$ cat src/inc/rssc_pkg.sv
package rssc_pkg;
    // Register offsets and reset values
    localparam logic [7:0] SEQ_DELAY_LO_ADDR = 8'h20;
    localparam logic [7:0] SEQ_DELAY_HI_ADDR = 8'h21;
    localparam logic [7:0] BUCK1_BUCK2_ADDR = 8'h22;
    localparam logic [7:0] BUCK3_BUCK4_ADDR = 8'h23;
    localparam logic [7:0] BACKUP_ADDR = 8'h24;
    localparam logic [7:0] SWITCH1_ADDR = 8'h25;
    localparam logic [7:0] UNLOCK_ADDR = 8'h7D;
    localparam logic [7:0] UNLOCK_KEY = 8'h5A;
    localparam logic [7:0] DELAY_LO_RESET = 8'h00;
    localparam logic [7:0] DELAY_HI_RESET = 8'h00;
    localparam logic [7:0] BUCK1_BUCK2_RESET = 8'h98;
    localparam logic [7:0] BUCK3_BUCK4_RESET = 8'h75;
    localparam logic [7:0] BACKUP_RESET = 8'h12;
    localparam logic [7:0] SWITCH1_RESET = 8'h63;
    // Writable masks
    localparam logic [7:0] BACKUP_WMASK = 8'h33;
    localparam logic [7:0] DELAY_HI_WMASK = 8'h81;
    localparam int FACTOR_BIT = 7;
    // Slot decode bounds
    localparam logic [3:0] MAIN_SLOT_MIN = 4'h3;
    localparam logic [3:0] MAIN_SLOT_MAX = 4'hA;
    localparam logic [1:0] BACKUP_SLOT_MIN = 2'h1;
    localparam logic [1:0] BACKUP_SLOT_MAX = 2'h2;
    localparam int NUM_STROBES = 10;
    localparam int NUM_MAIN = 4;
    localparam int NUM_RAILS = 6;
    // Timing
    localparam int CLK_MHZ = 100;
    localparam int DELAY_SHORT_MS = 2;
    localparam int DELAY_LONG_MS = 5;
    localparam int PD_FACTOR = 10;
    localparam int DELAY_SHORT_CYC = DELAY_SHORT_MS * CLK_MHZ * 1000;
    localparam int DELAY_LONG_CYC = DELAY_LONG_MS * CLK_MHZ * 1000;
    localparam int TIMER_W = 26;
    typedef enum logic [1:0] {RSSC_IDLE, RSSC_STROBE, RSSC_WAIT} rssc_state_t;
endpackage : rssc_pkg

$ cat src/hw/rssc_sequencer.sv
`timescale 1ns/1ps
// Contract
// - Four-bit slot value 3h..Ah enables its rail at that strobe.
// - Four-bit slot values 0h..2h leave the rail unsequenced.
// - Four-bit slot values Bh..Fh leave the rail unsequenced.
// - First buck slot is bits 3-0, reset 8h.
// - Register 0x23 resets 0x75: buck4 in 7-4, buck3 in 3-0.
// - Register 0x24 resets 0x12: backup2 5-4, backup1 1-0, rest zero.
// - Two-bit backup slot 1h means strobe one, 2h strobe two.
// - Two-bit backup slot 0h or 3h leaves rail unsequenced.
// - Strobes one and two run only while freshness flag is zero.
// - Once seal is broken backup rails are never turned off; the code keeps them on at power-down only while freshness flag is one.
// - Register 0x25 resets 0x63, switch1 slot in 7-4 is 6h.
// - Gap after strobes 1-9 is 2 ms or 5 ms per bit.
// - Factor bit multiplies gaps by ten during power-down only.
module rssc_sequencer #(
    parameter int SHORT_CYC = rssc_pkg::DELAY_SHORT_CYC,
    parameter int LONG_CYC = rssc_pkg::DELAY_LONG_CYC
) (
    // Clock and reset
    input wire logic clk,
    input wire logic reset_n,
    // Register port
    input wire logic reg_wr,
    input wire logic reg_rd,
    input wire logic [7:0] reg_addr,
    input wire logic [7:0] reg_wdata,
    output logic [7:0] reg_rdata,
    // Sequencing control
    input wire logic power_up,
    input wire logic power_down,
    input wire logic freshness_flag,
    // Rail enables: buck1, buck3, buck4, switch1, backup1, backup2
    output logic [rssc_pkg::NUM_RAILS-1:0] rail_en,
    output logic busy
);
    if (SHORT_CYC < 1 || LONG_CYC < SHORT_CYC ||
        LONG_CYC * rssc_pkg::PD_FACTOR >= (1 << rssc_pkg::TIMER_W)) begin : g_bad_delay
        $error("delay counts out of range");
    end

    logic [7:0] delay_lo, delay_hi, buck12, buck34, backup, switch1;
    logic [7:0] next_delay_lo, next_delay_hi, next_buck12, next_buck34;
    logic [7:0] next_backup, next_switch1;
    logic unlocked, next_unlocked;
    logic [7:0] next_rdata;

    // Register file and unlock
    always_comb begin
        next_delay_lo = delay_lo;
        next_delay_hi = delay_hi;
        next_buck12 = buck12;
        next_buck34 = buck34;
        next_backup = backup;
        next_switch1 = switch1;
        next_unlocked = unlocked;
        if (reg_wr) begin
            next_unlocked = 1'b0;
            if (reg_addr == rssc_pkg::UNLOCK_ADDR) begin
                next_unlocked = (reg_wdata == rssc_pkg::UNLOCK_KEY);
            end else if (unlocked) begin
                if (reg_addr == rssc_pkg::SEQ_DELAY_LO_ADDR) begin
                    next_delay_lo = reg_wdata;
                end else if (reg_addr == rssc_pkg::SEQ_DELAY_HI_ADDR) begin
                    next_delay_hi = reg_wdata & rssc_pkg::DELAY_HI_WMASK;
                end else if (reg_addr == rssc_pkg::BUCK1_BUCK2_ADDR) begin
                    next_buck12 = reg_wdata;
                end else if (reg_addr == rssc_pkg::BUCK3_BUCK4_ADDR) begin
                    next_buck34 = reg_wdata;
                end else if (reg_addr == rssc_pkg::BACKUP_ADDR) begin
                    next_backup = reg_wdata & rssc_pkg::BACKUP_WMASK;
                end else if (reg_addr == rssc_pkg::SWITCH1_ADDR) begin
                    next_switch1 = reg_wdata;
                end
            end
        end
        next_rdata = reg_rdata;
        if (reg_rd) begin
            if (reg_addr == rssc_pkg::SEQ_DELAY_LO_ADDR) begin
                next_rdata = delay_lo;
            end else if (reg_addr == rssc_pkg::SEQ_DELAY_HI_ADDR) begin
                next_rdata = delay_hi;
            end else if (reg_addr == rssc_pkg::BUCK1_BUCK2_ADDR) begin
                next_rdata = buck12;
            end else if (reg_addr == rssc_pkg::BUCK3_BUCK4_ADDR) begin
                next_rdata = buck34;
            end else if (reg_addr == rssc_pkg::BACKUP_ADDR) begin
                next_rdata = backup;
            end else if (reg_addr == rssc_pkg::SWITCH1_ADDR) begin
                next_rdata = switch1;
            end else begin
                next_rdata = 8'h00;
            end
        end
    end

    always_ff @(posedge clk or negedge reset_n) begin
        if (!reset_n) begin
            delay_lo <= rssc_pkg::DELAY_LO_RESET;
            delay_hi <= rssc_pkg::DELAY_HI_RESET;
            buck12 <= rssc_pkg::BUCK1_BUCK2_RESET;
            buck34 <= rssc_pkg::BUCK3_BUCK4_RESET;
            backup <= rssc_pkg::BACKUP_RESET;
            switch1 <= rssc_pkg::SWITCH1_RESET;
            unlocked <= 1'b0;
            reg_rdata <= 8'h00;
        end else begin
            delay_lo <= next_delay_lo;
            delay_hi <= next_delay_hi;
            buck12 <= next_buck12;
            buck34 <= next_buck34;
            backup <= next_backup;
            switch1 <= next_switch1;
            unlocked <= next_unlocked;
            reg_rdata <= next_rdata;
        end
    end

    // Slot fields per rail
    logic [3:0] buck1_slot, buck3_slot, buck4_slot, switch1_slot;
    logic [1:0] backup1_slot, backup2_slot;
    assign buck1_slot = buck12[3:0];
    assign buck3_slot = buck34[3:0];
    assign buck4_slot = buck34[7:4];
    assign switch1_slot = switch1[7:4];
    assign backup1_slot = backup[1:0];
    assign backup2_slot = backup[5:4];

    logic [3:0] strobe, next_strobe;
    logic [3:0] main_slots [rssc_pkg::NUM_MAIN];
    logic [1:0] bu_slots [2];
    logic [rssc_pkg::NUM_RAILS-1:0] ctl, hit;
    assign main_slots[0] = buck1_slot;
    assign main_slots[1] = buck3_slot;
    assign main_slots[2] = buck4_slot;
    assign main_slots[3] = switch1_slot;
    assign bu_slots[0] = backup1_slot;
    assign bu_slots[1] = backup2_slot;

    genvar gi;
    generate
        for (gi = 0; gi < rssc_pkg::NUM_RAILS; gi++) begin : g_dec
            if (gi < rssc_pkg::NUM_MAIN) begin : g_main
                rssc_slot_decode #(.SLOT_W(4)) u_dec (
                    .slot(main_slots[gi]),
                    .strobe(strobe),
                    .main_kind(1'b1),
                    .controlled(ctl[gi]),
                    .hit(hit[gi])
                );
            end else begin : g_bu
                rssc_slot_decode #(.SLOT_W(2)) u_dec (
                    .slot(bu_slots[gi-rssc_pkg::NUM_MAIN]),
                    .strobe(strobe),
                    .main_kind(1'b0),
                    .controlled(ctl[gi]),
                    .hit(hit[gi])
                );
            end
        end
    endgenerate

    // Strobe sequencer
    rssc_pkg::rssc_state_t state, next_state;
    logic down, next_down;
    logic [rssc_pkg::TIMER_W-1:0] timer, next_timer;
    logic [rssc_pkg::NUM_RAILS-1:0] next_rail_en;
    logic next_busy;
    logic [8:0] dly_bits;
    logic gap_long;
    logic [rssc_pkg::TIMER_W-1:0] gap_cyc;
    logic [3:0] first_up;
    logic [1:0] bu_mask;

    assign dly_bits = {delay_hi[0], delay_lo};
    assign first_up = freshness_flag ? 4'h3 : 4'h1;
    assign bu_mask = freshness_flag ? 2'b11 : 2'b00;

    always_comb begin
        gap_long = 1'b0;
        if (strobe >= 4'h1 && strobe <= 4'h9) begin
            gap_long = dly_bits[strobe - 4'h1];
        end
        gap_cyc = gap_long ? rssc_pkg::TIMER_W'(LONG_CYC) : rssc_pkg::TIMER_W'(SHORT_CYC);
        if (down && delay_hi[rssc_pkg::FACTOR_BIT]) begin
            gap_cyc = rssc_pkg::TIMER_W'(gap_cyc * rssc_pkg::PD_FACTOR);
        end
    end

    always_comb begin
        next_state = state;
        next_strobe = strobe;
        next_down = down;
        next_timer = timer;
        next_rail_en = rail_en;
        case (state)
            rssc_pkg::RSSC_IDLE: begin
                if (power_up) begin
                    next_down = 1'b0;
                    next_strobe = first_up;
                    next_state = rssc_pkg::RSSC_STROBE;
                end else if (power_down) begin
                    next_down = 1'b1;
                    next_strobe = 4'(rssc_pkg::NUM_STROBES);
                    next_state = rssc_pkg::RSSC_STROBE;
                end
            end
            rssc_pkg::RSSC_STROBE: begin
                if (down) begin
                    next_rail_en = rail_en & ~hit;
                    next_rail_en[5:4] = next_rail_en[5:4] | (rail_en[5:4] & bu_mask);
                end else begin
                    next_rail_en = rail_en | hit;
                end
                next_timer = gap_cyc;
                if ((!down && strobe == 4'(rssc_pkg::NUM_STROBES)) ||
                    (down && strobe == first_up)) begin
                    next_state = rssc_pkg::RSSC_IDLE;
                end else begin
                    next_state = rssc_pkg::RSSC_WAIT;
                end
            end
            rssc_pkg::RSSC_WAIT: begin
                if (timer <= rssc_pkg::TIMER_W'(1)) begin
                    next_strobe = down ? strobe - 4'h1 : strobe + 4'h1;
                    next_state = rssc_pkg::RSSC_STROBE;
                end else begin
                    next_timer = timer - rssc_pkg::TIMER_W'(1);
                end
            end
            default: begin
                next_state = rssc_pkg::RSSC_IDLE;
            end
        endcase
        next_busy = (next_state != rssc_pkg::RSSC_IDLE);
    end

    always_ff @(posedge clk or negedge reset_n) begin
        if (!reset_n) begin
            state <= rssc_pkg::RSSC_IDLE;
            strobe <= 4'h0;
            down <= 1'b0;
            timer <= '0;
            rail_en <= '0;
            busy <= 1'b0;
        end else begin
            state <= next_state;
            strobe <= next_strobe;
            down <= next_down;
            timer <= next_timer;
            rail_en <= next_rail_en;
            busy <= next_busy;
        end
    end
endmodule : rssc_sequencer

$ cat src/hw/rssc_slot_decode.sv
`timescale 1ns/1ps
module rssc_slot_decode #(
    parameter int SLOT_W = 4
) (
    // Slot field and current strobe
    input wire logic [SLOT_W-1:0] slot,
    input wire logic [3:0] strobe,
    input wire logic main_kind,
    // Decoded results
    output logic controlled,
    output logic hit
);
    if (SLOT_W != 4 && SLOT_W != 2) begin : g_bad_width
        $error("slot width must be 2 or 4");
    end
    logic [3:0] wide;
    always_comb begin
        wide = 4'h0;
        wide[SLOT_W-1:0] = slot;
        if (main_kind) begin
            controlled = (wide >= rssc_pkg::MAIN_SLOT_MIN) &&
                (wide <= rssc_pkg::MAIN_SLOT_MAX);
        end else begin
            controlled = (wide[1:0] >= rssc_pkg::BACKUP_SLOT_MIN) &&
                (wide[1:0] <= rssc_pkg::BACKUP_SLOT_MAX) && (wide[3:2] == 2'h0);
        end
        hit = controlled && (wide == strobe);
    end
endmodule : rssc_slot_decode

$ cat config.mk
export PLATFORM = sky130hd
export DESIGN_NAME = rssc_sequencer
export DESIGN_NICKNAME = d
export VERILOG_FILES = /design/src/inc/rssc_pkg.sv /design/src/hw/rssc_sequencer.sv /design/src/hw/rssc_slot_decode.sv
export SDC_FILE = /design/constraint.sdc
export NUM_CORES = 1
export LEC_CHECK = 0
export ABC_AREA = 1
export BUFFER_PORTS_ARGS = -buffer_cell sky130_fd_sc_hd__buf_2
export CELL_PAD_IN_SITES_DETAIL_PLACEMENT = 0
export CELL_PAD_IN_SITES_GLOBAL_PLACEMENT = 1
export CORE_ASPECT_RATIO = 1.1
export CORE_MARGIN = 5
export CORE_UTILIZATION = 30
export DETAILED_ROUTE_END_ITERATION = 10
export MAX_ROUTING_LAYER = met4
export PLACE_DENSITY_LB_ADDON = 0.2
export SLEW_MARGIN = 30
export SYNTH_ARGS = -nofsm -noshare
export SYNTH_HDL_FRONTEND = slang
export SYNTH_SLANG_ARGS = --single-unit
$ cat constraint.sdc
create_clock -name clk -period 4.53 [get_ports clk]
set_input_delay 0.906 -clock clk [delete_from_list [all_inputs] [get_ports clk]]
set_output_delay 0.906 -clock clk [all_outputs]
set_load 0.01 [all_outputs]
== Word-level counts from Yosys, hierarchy flattened ==
Index checks and enable logic that the tools add are counted.

* Bits in registers: 87
* Output and inout bits: 15

* Reduce and logical (&&, ||, !) cells: 32
* Multiply operators: 1
* Equality and inequality tests: 21
* $lt $le $gt $ge: 16
* $add $sub $neg: 3
* Bitwise operators: 11
* Multiplexer cells: 29

{| class="wikitable"
|+ Operators by type and width
! operator !! number
|-
| 26-bit case mux with 2 select lines || 1
|-
| 8-bit by 6-bit equality test with 1-bit output (second input constant) || 6
|-
| 8-bit 2-to-1 mux || 6
|-
| 26-bit by 1-bit less-or-equal comparator with 1-bit output (second input constant) || 1
|-
| 26-bit 2-to-1 mux || 1
|-
| 26-bit by 1-bit subtractor with 26-bit output (second input constant) || 1
|-
| 23-bit 2-to-1 mux || 1
|-
| 19-bit by 3-bit multiplier with 22-bit output (second input constant) || 1
|-
| 4-bit less-or-equal comparator (second input constant) || 5
|-
| 19-bit 2-to-1 mux || 1
|-
| 4-bit equality test || 4
|-
| 8-bit by 7-bit equality test with 1-bit output (second input constant) || 2
|-
| 4-bit by 2-bit greater-or-equal comparator with 1-bit output (second input constant) || 4
|-
| 1-bit logical AND || 16
|-
| 4-bit 2-to-1 mux || 4
|-
| 2-bit 2-to-1 mux || 6
|-
| 9-bit AND reduction || 1
|-
| 2-bit by 4-bit equality test with 1-bit output || 2
|-
| 4-bit case mux with 2 select lines || 1
|-
| 8-bit AND reduction || 1
|-
| 2-bit nonzero test || 4
|-
| 7-bit AND reduction || 1
|-
| 6-bit AND || 1
|-
| 6-bit 2-to-1 mux || 1
|-
| 28 further kinds || 41
|}

== Logic depth before layout (Yosys ltp) ==
Gate-level depths: netlist of run 1.

* Word-level depth: 8
* Gate-level depth with buffers: 15
* Mapped depth without buffers: 14

== Modules after synthesis ==
Synthesis of run 1 repeated with hierarchy kept, for this count alone.

* Cells, all modules: 904
* Area, all modules: 6033.3 um2

{| class="wikitable"
|+ By module, submodules not included
! module !! cells an instance !! area each (um2) !! instances
|-
| rssc_sequencer || 720 || 5212.5 || 1
|-
| rssc_slot_decode (g_dec[0].g_main.u_dec ...) || 37 || 162.7 || 4
|-
| rssc_slot_decode (g_dec[4].g_bu.u_dec ...) || 18 || 85.1 || 2
|}

== Worst setup path before layout of run 1 ==
Ideal clock, no wire load.

* Kind: register -> register
* Start point: register strobe[0]
* End point: register timer[17] (netlist name)
* Required time: 4464 ps
* Stages on the path, launching flop included: 15
* Slack: 2346 ps
* Arrival: 2118 ps
* Library setup time: 66 ps
* Path buffers: 1
* Cells stage by stage: dfrtp_1 -> inv_1 -> buf_2 -> ha_1 -> inv_1 -> nand3_1 -> nand3b_1 -> nand3_1 -> nand2_1 -> inv_1 -> ha_1 -> or2_2 -> nand2_1 -> nand2_1 -> nand2_1

* Longest elaborated chain between the ends: 8
* Elaborated cells between the ends (all ways): 11

{| class="wikitable"
|+ RTL lines
! what !! RTL line !! RTL
|-
| from (decl) || rssc_sequencer.sv:129 || <nowiki>logic [3:0] strobe, next_strobe;</nowiki>
|-
| from (signal assigned) || rssc_sequencer.sv:248 || <nowiki>strobe <= next_strobe;</nowiki>
|-
| 4-bit by 1-bit subtractor with 4-bit output || rssc_sequencer.sv:182 || <nowiki>gap_long = dly_bits[strobe - 4'h1];</nowiki>
|-
| 1-bit binary-select mux with 4-bit select || rssc_sequencer.sv:182 ||
|-
| 1-bit 2-to-1 mux (not written as such) || rssc_sequencer.sv:182 ||
|-
| 1-bit 2-to-1 mux * || rssc_sequencer.sv:181 || <nowiki>if (strobe >= 4'h1 && strobe <= 4'h9) begin</nowiki>
|-
| 19-bit 2-to-1 mux * || rssc_sequencer.sv:184 || <nowiki>gap_cyc = gap_long ? rssc_pkg::TIMER_W'(LONG_CYC) : rssc_pkg::TIMER_W'(SHORT_CYC);</nowiki>
|-
| 19-bit by 3-bit multiplier with 22-bit output * || rssc_sequencer.sv:186 || <nowiki>gap_cyc = rssc_pkg::TIMER_W'(gap_cyc * rssc_pkg::PD_FACTOR);</nowiki>
|-
| 23-bit 2-to-1 mux * || rssc_sequencer.sv:185 || <nowiki>if (down && delay_hi[rssc_pkg::FACTOR_BIT]) begin</nowiki>
|-
| 26-bit case mux with 2 select lines * || rssc_sequencer.sv:196 || <nowiki>case (state)</nowiki>
|-
| to (signal assigned) || rssc_sequencer.sv:250 || <nowiki>timer <= next_timer;</nowiki>
|-
| to (decl) || rssc_sequencer.sv:166 || <nowiki>logic [rssc_pkg::TIMER_W-1:0] timer, next_timer;</nowiki>
|}

Mark *: on every way between the ends. The rest lies on a longest branch, timed or not. The select of a mux whose other input is x is not followed.
A chain may end at the register's enable or synchronous reset.

== Worst setup path after layout of run 1 ==
* Start point: register strobe[1]
* End point: register timer[17] (netlist name)

Same word-level chain as after synthesis.

==> flow_metrics.env, run 1 <==
export IMPL_num_io_pins=38
export IMPL_wire_per_inst_um=15.8
export IMPL_finalHoldViolCount=0
export IMPL_post_cts_buffers=0
export IMPL_p_per_area_nw_per_um2=530
export IMPL_worst_slack_ps=1970
export IMPL_cts_buffers=9
export IMPL_cts_htree_levels=3
export IMPL_syn_avg_cell_area_um2=7.01
export IMPL_finalSetupViolations=0
export IMPL_setup_tns_ps=0
export IMPL_row_count=52
export IMPL_drc=0
export IMPL_die_w_um=139
export IMPL_synth_adder_area_share=0.0272
export IMPL_n_antenna_cell=0
export IMPL_drt_vias_per_instance=4.82
export IMPL_maxCapViolCount=0
export IMPL_min_path_type="flop to flop"
export IMPL_synthCells=788
export IMPL_clkLatencyLatePin_ps=350
export IMPL_drtPass1Iterations=5
export IMPL_synth_compound_area_share=0.115
export IMPL_min_period_ps=2560
export IMPL_maxSlewHeadroom=0.418
export IMPL_outcome="finished clean"
export IMPL_period_share=0.566
export IMPL_ys_ff_latch=87
export IMPL_io_buffers=37
export IMPL_syn_nets=823
export IMPL_ir_drop_uv=200
export IMPL_grt_overflow=0
export IMPL_end_kind="flop"
export IMPL_drive_gt1_frac=0.126
export IMPL_grt_setup_unrepaired="false"
export IMPL_layout_nets=855
export IMPL_yosys_area_share_simple=0.350
export IMPL_worstSetupPathType="flop to flop"
export IMPL_cts_sinks=87
export IMPL_grt_pass1_vias=5193
export IMPL_required_ps=4820
export IMPL_postRouteAntennaNets=0
export IMPL_pre_cts_ws_ps=1660
export IMPL_coreArea_um2=18300
export IMPL_hold_buffers=0
export IMPL_cts_root_buf="clkbuf_16"
export IMPL_synth_distinct_cells=40
export IMPL_path_clk_slew_ps=70
export IMPL_antenna_found_initial=0
export IMPL_num_vias=5151
export IMPL_synth_area_um2=5530
export IMPL_crit_path_start_kind="flop"
export IMPL_crit_fanout=11
export IMPL_final_common_cell="nand2_1"
export IMPL_dieHeight_um=152
export IMPL_yosysWarnings=0
export IMPL_arrival_ps=2850
export IMPL_die_area_um2=21200
export IMPL_dp_hpwl_um=12800
export IMPL_fmax_ghz=0.390
export IMPL_power_leakage_nw=3.06
export IMPL_seq_area_frac_synth=0.397
export IMPL_syn_to_final_growth_pct=12.5
export IMPL_finalWirelength_um=16900
export IMPL_final_area_um2=6220
export IMPL_placed_cell_area_um2=5920
export IMPL_final_setup_skew_ps=5.99
export IMPL_initial_utilization=0.302
export IMPL_grt_pass1_wl_um=27700
export IMPL_cts_resized=0
export IMPL_grt_total_usage=0.167
export IMPL_cts_tree="yes"
export IMPL_synth_top_family_by_area="simple AND/OR/NAND/NOR gates"
export IMPL_drt_iter0_drc=329
export IMPL_tightest_slew_ps=872
export IMPL_synth_area_mux_share=0
export IMPL_synth_xor_area_frac=0.0238
export IMPL_drv_slew=0
export IMPL_cts_buffer_depth=2
export IMPL_globalplace_congestion=0.919
export IMPL_layout_common_cells="nand2_1, inv_1, nor2_1"
export IMPL_grt_max_degree=67
per-stage QoR:
stage | power, W | instances | util | hold slack [ps]
after detailed placement | 0.00260 | 1052 | 0.324 | 469
after floorplan | 0.00216 | 788 | - | 453
after CTS | 0.00335 | 1068 | 0.340 | 478
after global placement | 0.00257 | 1052 | 0.324 | 464
final | 0.00330 | 1068 | 0.340 | 478
after global routing | 0.00361 | 1068 | 0.340 | 509
power by group:
| part | internal, W | total (W) | switching (W) |
|---|---|---|---|
| Combinational | 0.000471 | 0.00149 | 0.00101 |
| Sequential | 0.000893 | 0.00107 | 0.000177 |
| Clock | 0.000394 | 0.000742 | 0.000347 |
| Total | 0.00176 | 0.00330 | 0.00154 |
worst max-delay path: stages (launching register included):
cell     delay [ps]
dfrtp_1         590
inv_1           230
ha_1            410
inv_1           130
nand3_1          90
nand3_1          80
nand3_1          70
nand2_1         140
inv_1           100
ha_1            200
or2_2           280
nand2_1          70
nand2_1          40
nand2_1          70
state kept, by name (all words and copies together), names as in the netlist, 2 cells and up, named ones only:
name	cells
timer	26
buck12	8
buck34	8
delay_lo	8
reg_rdata	8
switch1	8
backup	4
strobe	4
delay_hi	2
rail_en	2
state	2
worst paths after layout:
kind	startpoint	to	slack [ps]	depth (start not counted)
setup / recovery	strobe[1]	timer[17]	1970	13
hold / removal	buck12[4]	buck12[4]	480	2
setup reg to reg	strobe[1]	timer[17]	1970	13
hold reg to reg	buck12[4]	buck12[4]	480	2
max in group asynchronous	reset_n	buck34[4]	3140	2
min in group asynchronous	reset_n	busy	570	1
cell usage after synthesis, drive strengths merged:
cell | n | area (um2)
nor3 | 8 | 51.3
buf | 15 | 113
o21bai | 1 | 7.51
dfstp | 14 | 368
o211ai | 3 | 22.5
clkinv | 1 | 3.75
clkbuf | 7 | 26.3
nand2 | 251 | 960
nand4 | 15 | 93.8
o221ai | 1 | 8.76
o22ai | 8 | 50.1
ha | 12 | 150
dfrtp | 73 | 1830
xor2 | 12 | 105
nor3b | 1 | 12.5
a211oi | 2 | 15.0
nand3b | 4 | 30.0
a31oi | 3 | 18.8
nand3 | 75 | 398
nor4 | 1 | 6.26
a221oi | 1 | 8.76
nor2 | 87 | 364
or2 | 3 | 18.8
a32oi | 1 | 8.76
a21oi | 20 | 100
xnor2 | 3 | 26.3
inv | 89 | 337
o21ai | 77 | 397
layout make-up:
class,count,area [um2]
fill,2012,12100
multi-input combinational,589,2850
sequential,87,2190
inverter,90,340
tap,243,304
clock buffer,10,239
timing repair buffer,43,236
clock inverter,6,50.0
layer usage:
layer | share of wire | wire length, um | GRT usage
met1 | 0.44 | 7390 | 0.200
met2 | 0.51 | 8580 | 0.289
met3 | 0.024 | 409 | 0.0191
met4 | 0.029 | 484 | 0.0643
met5 | 0 | 0 | -
logic make-up after synthesis:
family                   after synthesis
AO/OA/AOI/OAI                        117
XOR/XNOR                              15
adder cells (fa/ha/maj)               12
buffers and inverters                112
flip-flops                            87
AND/OR/NAND/NOR                      445
Power figures use the tool's default switching activity.
==> run 2: changes to the inputs <==
- ABC_AREA: 1 -> 0
- clock period: 4.53 -> 2.55 ns (I/O delays scaled with it)
==> run 2 against run 1 <==
  * Area after synthesis is 7.7% lower
  * Maximum frequency increased by 5.3%
  * Synthesized cell count fell by 37%
  * Sequential share of layout area increased by 0.41 points
  * Core utilization increased by 2.4 points
  * Flip-flop and latch count stayed put
  * Critical path depth down 2
  * Total power increased by 72%
  * Final area shrank 1.1%
  * Worst hold slack lost 380 ps
  * Largest cell class unchanged
  * Highest routed layer unchanged
==> flow_metrics.env, run 2 <==
export IMPL_outcome="finished clean"
export IMPL_cts_buffer_depth=2
export IMPL_synth_top_cell_area_share=0.358
export IMPL_drv_slew=0
export IMPL_cts_tree="yes"
export IMPL_power_total_w=0.00568
export IMPL_power_leakage_nw=2.62
export IMPL_p_switching_w=0.00214
export IMPL_crit_path_start_kind="flop"
export IMPL_coreArea_um2=16900
export IMPL_cts_htree_levels=3
export IMPL_yosysTopAreaCell="dfrtp_1"
export IMPL_setup_tns_ps=0
export IMPL_drtPass1Iterations=4
export IMPL_layout_common_cells="dfrtp_1, mux2_2, buf_2, buf_4, o21ai_0"
export IMPL_yosysMostFrequentCell="dfrtp_1"
export IMPL_drt_iter0_drc=254
export IMPL_synth_distinct_cells=65
export IMPL_tightest_slew_ps=707
export IMPL_num_vias=4087
export IMPL_worstSetupPathType="flop to flop"
export IMPL_layout_nets=590
export IMPL_initial_utilization=0.302
export IMPL_dp_hpwl_um=10500
export IMPL_die_area_um2=19700
export IMPL_end_kind="flop"
export IMPL_hold_buffers=0
export IMPL_finalHoldViolCount=0
export IMPL_min_path_type="input port to asynchronous set/reset pin"
export IMPL_synthTopCellsByCount="dfrtp_1, mux2_2, o21ai_0"
export IMPL_grt_overflow=0
export IMPL_wire_per_inst_um=18.5
export IMPL_required_ps=2780
export IMPL_synth_edf_count=0
export IMPL_period_share=0.955
export IMPL_finalWirelength_um=14200
export IMPL_synthCells=494
export IMPL_p_per_area_nw_per_um2=925
export IMPL_io_buffers=37
export IMPL_clkPwrFrac=0.290
export IMPL_post_cts_buffers=0
export IMPL_fmax_ghz=0.411
export IMPL_drt_vias_per_instance=5.32
export IMPL_crit_fanout=17
export IMPL_syn_to_final_growth_pct=20.5
export IMPL_drive_gt1_frac=0.323
export IMPL_pre_cts_ws_ps=78.3
export IMPL_p_sw_frac=0.377
export IMPL_synth_ff_type="dfrtp_1"
export IMPL_power_frac_seq=0.326
export IMPL_worst_slack_ps=115
export IMPL_seq_area_frac_synth=0.430
export IMPL_ir_drop_uv=416
export IMPL_cts_sinks=87
export IMPL_antenna_found_initial=0
export IMPL_synth_async_reset_ratio=1.00
export IMPL_maxCapViolCount=0
export IMPL_yosysWarnings=0
export IMPL_syn_nets=529
export IMPL_final_setup_skew_ps=10.4
export IMPL_syn_avg_cell_area_um2=10.3
export IMPL_grt_total_usage=0.155
export IMPL_maxSlewHeadroom=0.529
export IMPL_synthTopCellsByArea="dfrtp_1, mux2_2, dfstp_2"
export IMPL_drc=0
export IMPL_n_antenna_cell=0
export IMPL_grt_pass1_wl_um=23600
export IMPL_cts_root_buf="clkbuf_16"
export IMPL_postRouteAntennaNets=0
export IMPL_final_common_cell="dfrtp_1"
export IMPL_clkLatencyLatePin_ps=350
export IMPL_dp_cells=752
export IMPL_largest_register_ffs=26
export IMPL_path_clk_slew_ps=70
export IMPL_synth_area_um2=5100
export IMPL_grt_max_degree=61
export IMPL_comb_power_share=0.384
export IMPL_grt_pass1_vias=4315
export IMPL_instances_no_fill=768
export IMPL_dieHeight_um=147
export IMPL_num_io_pins=38
export IMPL_cts_buffers=9
export IMPL_arrival_ps=2660
export IMPL_ys_ff_latch=87
export IMPL_finalSetupViolations=0
export IMPL_internal_power_w=0.00354
export IMPL_globalplace_congestion=0.821
export IMPL_min_period_ps=2430
export IMPL_die_w_um=134
export IMPL_largest_register="timer"
export IMPL_row_count=50
run 2: cell types whose count changed after synthesis, moves of 9 or more:
cell,previous run,this run
nand2_1,244,32
clkbuf_1,7,18
mux2i_1,0,17
inv_1,85,14
nand3_1,72,18
o21ai_0,63,33
nand2b_1,0,9
nor4_1,1,13
nor2_1,78,30
mux2_2,0,47
nand4_1,15,6
run 2: final timing paths:
path,from,depth (start not counted),slack [ps],to
hold / removal,reset_n,1,100,timer[6]
setup / recovery,strobe[0],11,120,timer[7]
setup reg to reg,strobe[0],11,120,timer[7]
min in group clk,reg_wr,2,380,unlocked
max in group asynchronous,reset_n,2,1740,buck12[4]
hold reg to reg,flop,2,480,flop
run 2: kinds of logic (layout without fill, tap and decap cells):
| logic type | count (synthesis) | after routing | share of synthesized area |
|---|---|---|---|
| xor gates and xnor gates | 27 | 27 | 0.0463 |
| DFF | 87 | 87 | 0.430 |
| AOI/OAI and AO/OA | 100 | 100 | 0.126 |
| buffers and inverters | 38 | 104 | 0.0299 |
| and+or+nand+nor | 164 | 164 | 0.192 |
| muxes | 66 | 66 | 0.146 |
| adders and majority gates | 12 | 12 | 0.0294 |
run 2: final cells by class:
class	count	area (um2)
clock inverter	7	144
tap	208	260
sequential	87	2190
inverter	14	52.6
multi-input combinational	369	2780
fill	1727	10700
clock buffer	9	225
timing repair buffer	74	485
run 2: timing repair:
item	in CTS	in global routing
hold endpoints to repair	0	0
endpoints found under the setup margin	0	10
resized for setup	0	8
run 2: power groups by stage:
stage / clock, W / combinational (W) / sequential (W)
after floorplan: 0 / 0.00150 / 0.00178
after global placement: 0 / 0.00213 / 0.00187
after detailed placement: 0 / 0.00216 / 0.00187
after CTS: 0.00168 / 0.00217 / 0.00184
after global routing: 0.00175 / 0.00243 / 0.00189
final: 0.00165 / 0.00218 / 0.00185
run 2: critical path: stages, from the launching register on:
cell and delay, ps:
dfrtp_1 410, buf_8 170, o21ai_0 280, o21ai_0 150, o31a_1 250, a21oi_1 170
nand3_2 140, buf_4 180, ha_1 180, nand2b_1 180, o21ai_0 110, mux2i_1 90
run 2: per-stage QoR:
step	area (um2)	util	hold slack (ps)
global placement	5750	0.341	464
CTS	6120	0.362	111
floorplan	5130	-	214
detailed placement	5750	0.341	477
finish	6150	0.364	96.7
global route	6150	0.364	122
run 2: per-layer routing:
metal  part of all wire  vias up  track usage
met2               0.50       59        0.258
met5                  0        -            -
met4              0.023        0       0.0606
li1                   -     1948            -
met3              0.022       25       0.0240
met1               0.46     2055        0.191
==> run 3: changes to the inputs <==
- REMOVE_ABC_BUFFERS: unset -> 1
==> run 3 against run 2 <==
  * Final area down 0.69%
  * Flip-flop and latch count unchanged
  * Sequential share of layout area grew 0.25 points
  * Clock-buffer cell count did not move
  * Worst setup slack improved by 44 ps
  * Critical path type unchanged
  * Critical endpoint is now strobe[3]
  * Largest cell class unchanged
==> flow_metrics.env, run 3 (same netlist as run 2, synthesis figures left out) <==
export IMPL_r2r_slack_ps=160
export IMPL_io_buffers=37
export IMPL_largest_register_ffs=26
export IMPL_power_leakage_nw=2.60
export IMPL_r2r_cells=7
export IMPL_drive_gt1_frac=0.332
export IMPL_n_fill_cell=1712
export IMPL_timing_rr_start="timer[12]"
export IMPL_grt_pass1_wl_um=23400
export IMPL_setup_tns_ps=0
export IMPL_cts_buffers=9
export IMPL_path_clk_slew_ps=70
export IMPL_antenna_found_initial=0
export IMPL_met1_usage=0.191
export IMPL_rr_endpoint="strobe[3]"
export IMPL_cts_htree_levels=3
export IMPL_top_usage_layer="met2"
export IMPL_n_antenna_cell=0
export IMPL_outcome="finished clean"
export IMPL_row_count=50
export IMPL_holdWs_ps=181
export IMPL_worstSetupPathType="flop to flop"
export IMPL_clkLatencyLatePin_ps=360
export IMPL_arrival_ps=2670
export IMPL_die_w_um=134
export IMPL_path_cells="or4_4 > nor4_4 > buf_4 > nand3_4 > a211o_1 > a21oi_2 > a2bb2oi_2"
export IMPL_setup_worst_path_end="strobe[3]"
export IMPL_ir_drop_uv=411
export IMPL_finalHoldViolCount=0
export IMPL_largest_register="timer"
export IMPL_die_area_um2=19700
export IMPL_grt_total_usage=0.155
export IMPL_cts_buffer_depth=2
export IMPL_tightest_slew_ps=751
export IMPL_min_period_ps=2390
export IMPL_met3_usage=0.0195
export IMPL_finalSetupViolations=0
export IMPL_drt_vias_per_instance=5.32
export IMPL_seqCellArea_um2=2190
export IMPL_syn_to_final_growth_pct=19.6
export IMPL_final_setup_skew_ps=9.12
export IMPL_period_share=0.938
export IMPL_grt_max_degree=44
export IMPL_slowest_delay_ps=580
export IMPL_num_io_pins=38
export IMPL_multi_input_area_um2=2810
export IMPL_min_path_type="input port to asynchronous set/reset pin"
export IMPL_end_kind="flop"
export IMPL_final_core_util=0.361
export IMPL_dieHeight_um=147
export IMPL_drtPass1Iterations=4
export IMPL_coreArea_um2=16900
export IMPL_cts_sinks=87
export IMPL_wire_per_inst_um=18.7
export IMPL_drt_iter0_drc=233
export IMPL_initial_utilization=0.302
export IMPL_final_common_cell="dfrtp_1"
export IMPL_crit_path_start_kind="flop"
export IMPL_drc=0
export IMPL_cts_tree="yes"
export IMPL_postRouteAntennaNets=0
export IMPL_crit_start="timer[12]"
export IMPL_finalWirelength_um=14400
export IMPL_drv_slew=0
export IMPL_globalplace_congestion=0.837
export IMPL_maxCapViolCount=0
export IMPL_cts_root_buf="clkbuf_16"
export IMPL_crit_fanout=7
export IMPL_p_per_area_nw_per_um2=885
export IMPL_dp_hpwl_um=10700
export IMPL_maxSlewHeadroom=0.499
export IMPL_fmax_ghz=0.418
export IMPL_layout_common_cells="dfrtp_1, mux2_2, buf_2"
export IMPL_grt_met2_usage=0.258
export IMPL_hold_buffers=0
export IMPL_layout_nets=591
export IMPL_crit_slowest_cell="or4_4"
export IMPL_required_ps=2830
export IMPL_grt_pass1_vias=4267
export IMPL_grt_overflow=0
export IMPL_num_vias=4092
## run 3: metrics by stage
stage	cell area [um2]	cells	total power, W	setup WS [ps]
after global routing	6100	769	0.00578	-17.5
final	6100	769	0.00540	159
after floorplan	5000	470	0.00313	-427
after CTS	6050	768	0.00540	34.6
after detailed placement	5750	752	0.00406	-51.1
after global placement	5750	752	0.00403	53.2
## run 3: final cells by class
| class | instances | area share |
|---|---|---|
| clock buffers | 9 | 0.0369 |
| well taps | 208 | 0.0426 |
| repair buffers | 75 | 0.0828 |
| clock inverters | 7 | 0.00923 |
| flip-flops and latches | 87 | 0.360 |
| inverters | 14 | 0.00861 |
| multi-input cells | 369 | 0.460 |
## run 3: worst min-delay path by stage
stage / endpoint / slack [ps]
2_1_floorplan: asynchronous set/reset pin / 210
3_3_place_gp: flop / 470
3_5_place_dp: flop / 470
4_1_cts: timer[12] / 210
5_1_grt: timer[6] / 240
6_report: timer[6] / 180
## run 3: worst max-delay path, delay by kind of cell (launching register included)
kind            cells  cell delay [ps]
flops               1              420
buf+inv             1              180
compound gates      3              680
simple gates        3             1020
## run 3: power breakdown
part | leakage [nW] | internal (W) | switching, W | total [W]
clock | 0.136 | 0.000671 | 0.000608 | 0.00128
combinational | 1.39 | 0.000942 | 0.00133 | 0.00227
sequential | 1.08 | 0.00160 | 0.000254 | 0.00185
total | 2.60 | 0.00321 | 0.00219 | 0.00540
## run 3: metal layers
layer	vias up	part of all wire
met2	83	0.50
met3	27	0.025
met4	0	0.027
met5	-	0
li1	1956	-
met1	2026	0.44
## run 3: timing repair
| action | in CTS | in global routing |
|---|---|---|
| pin swaps | 1 | 3 |
| resized for setup | 3 | 15 |
| setup buffers | 0 | 1 |
| setup endpoints to repair | 8 | 12 |
| hold endpoints to repair | 0 | 0 |
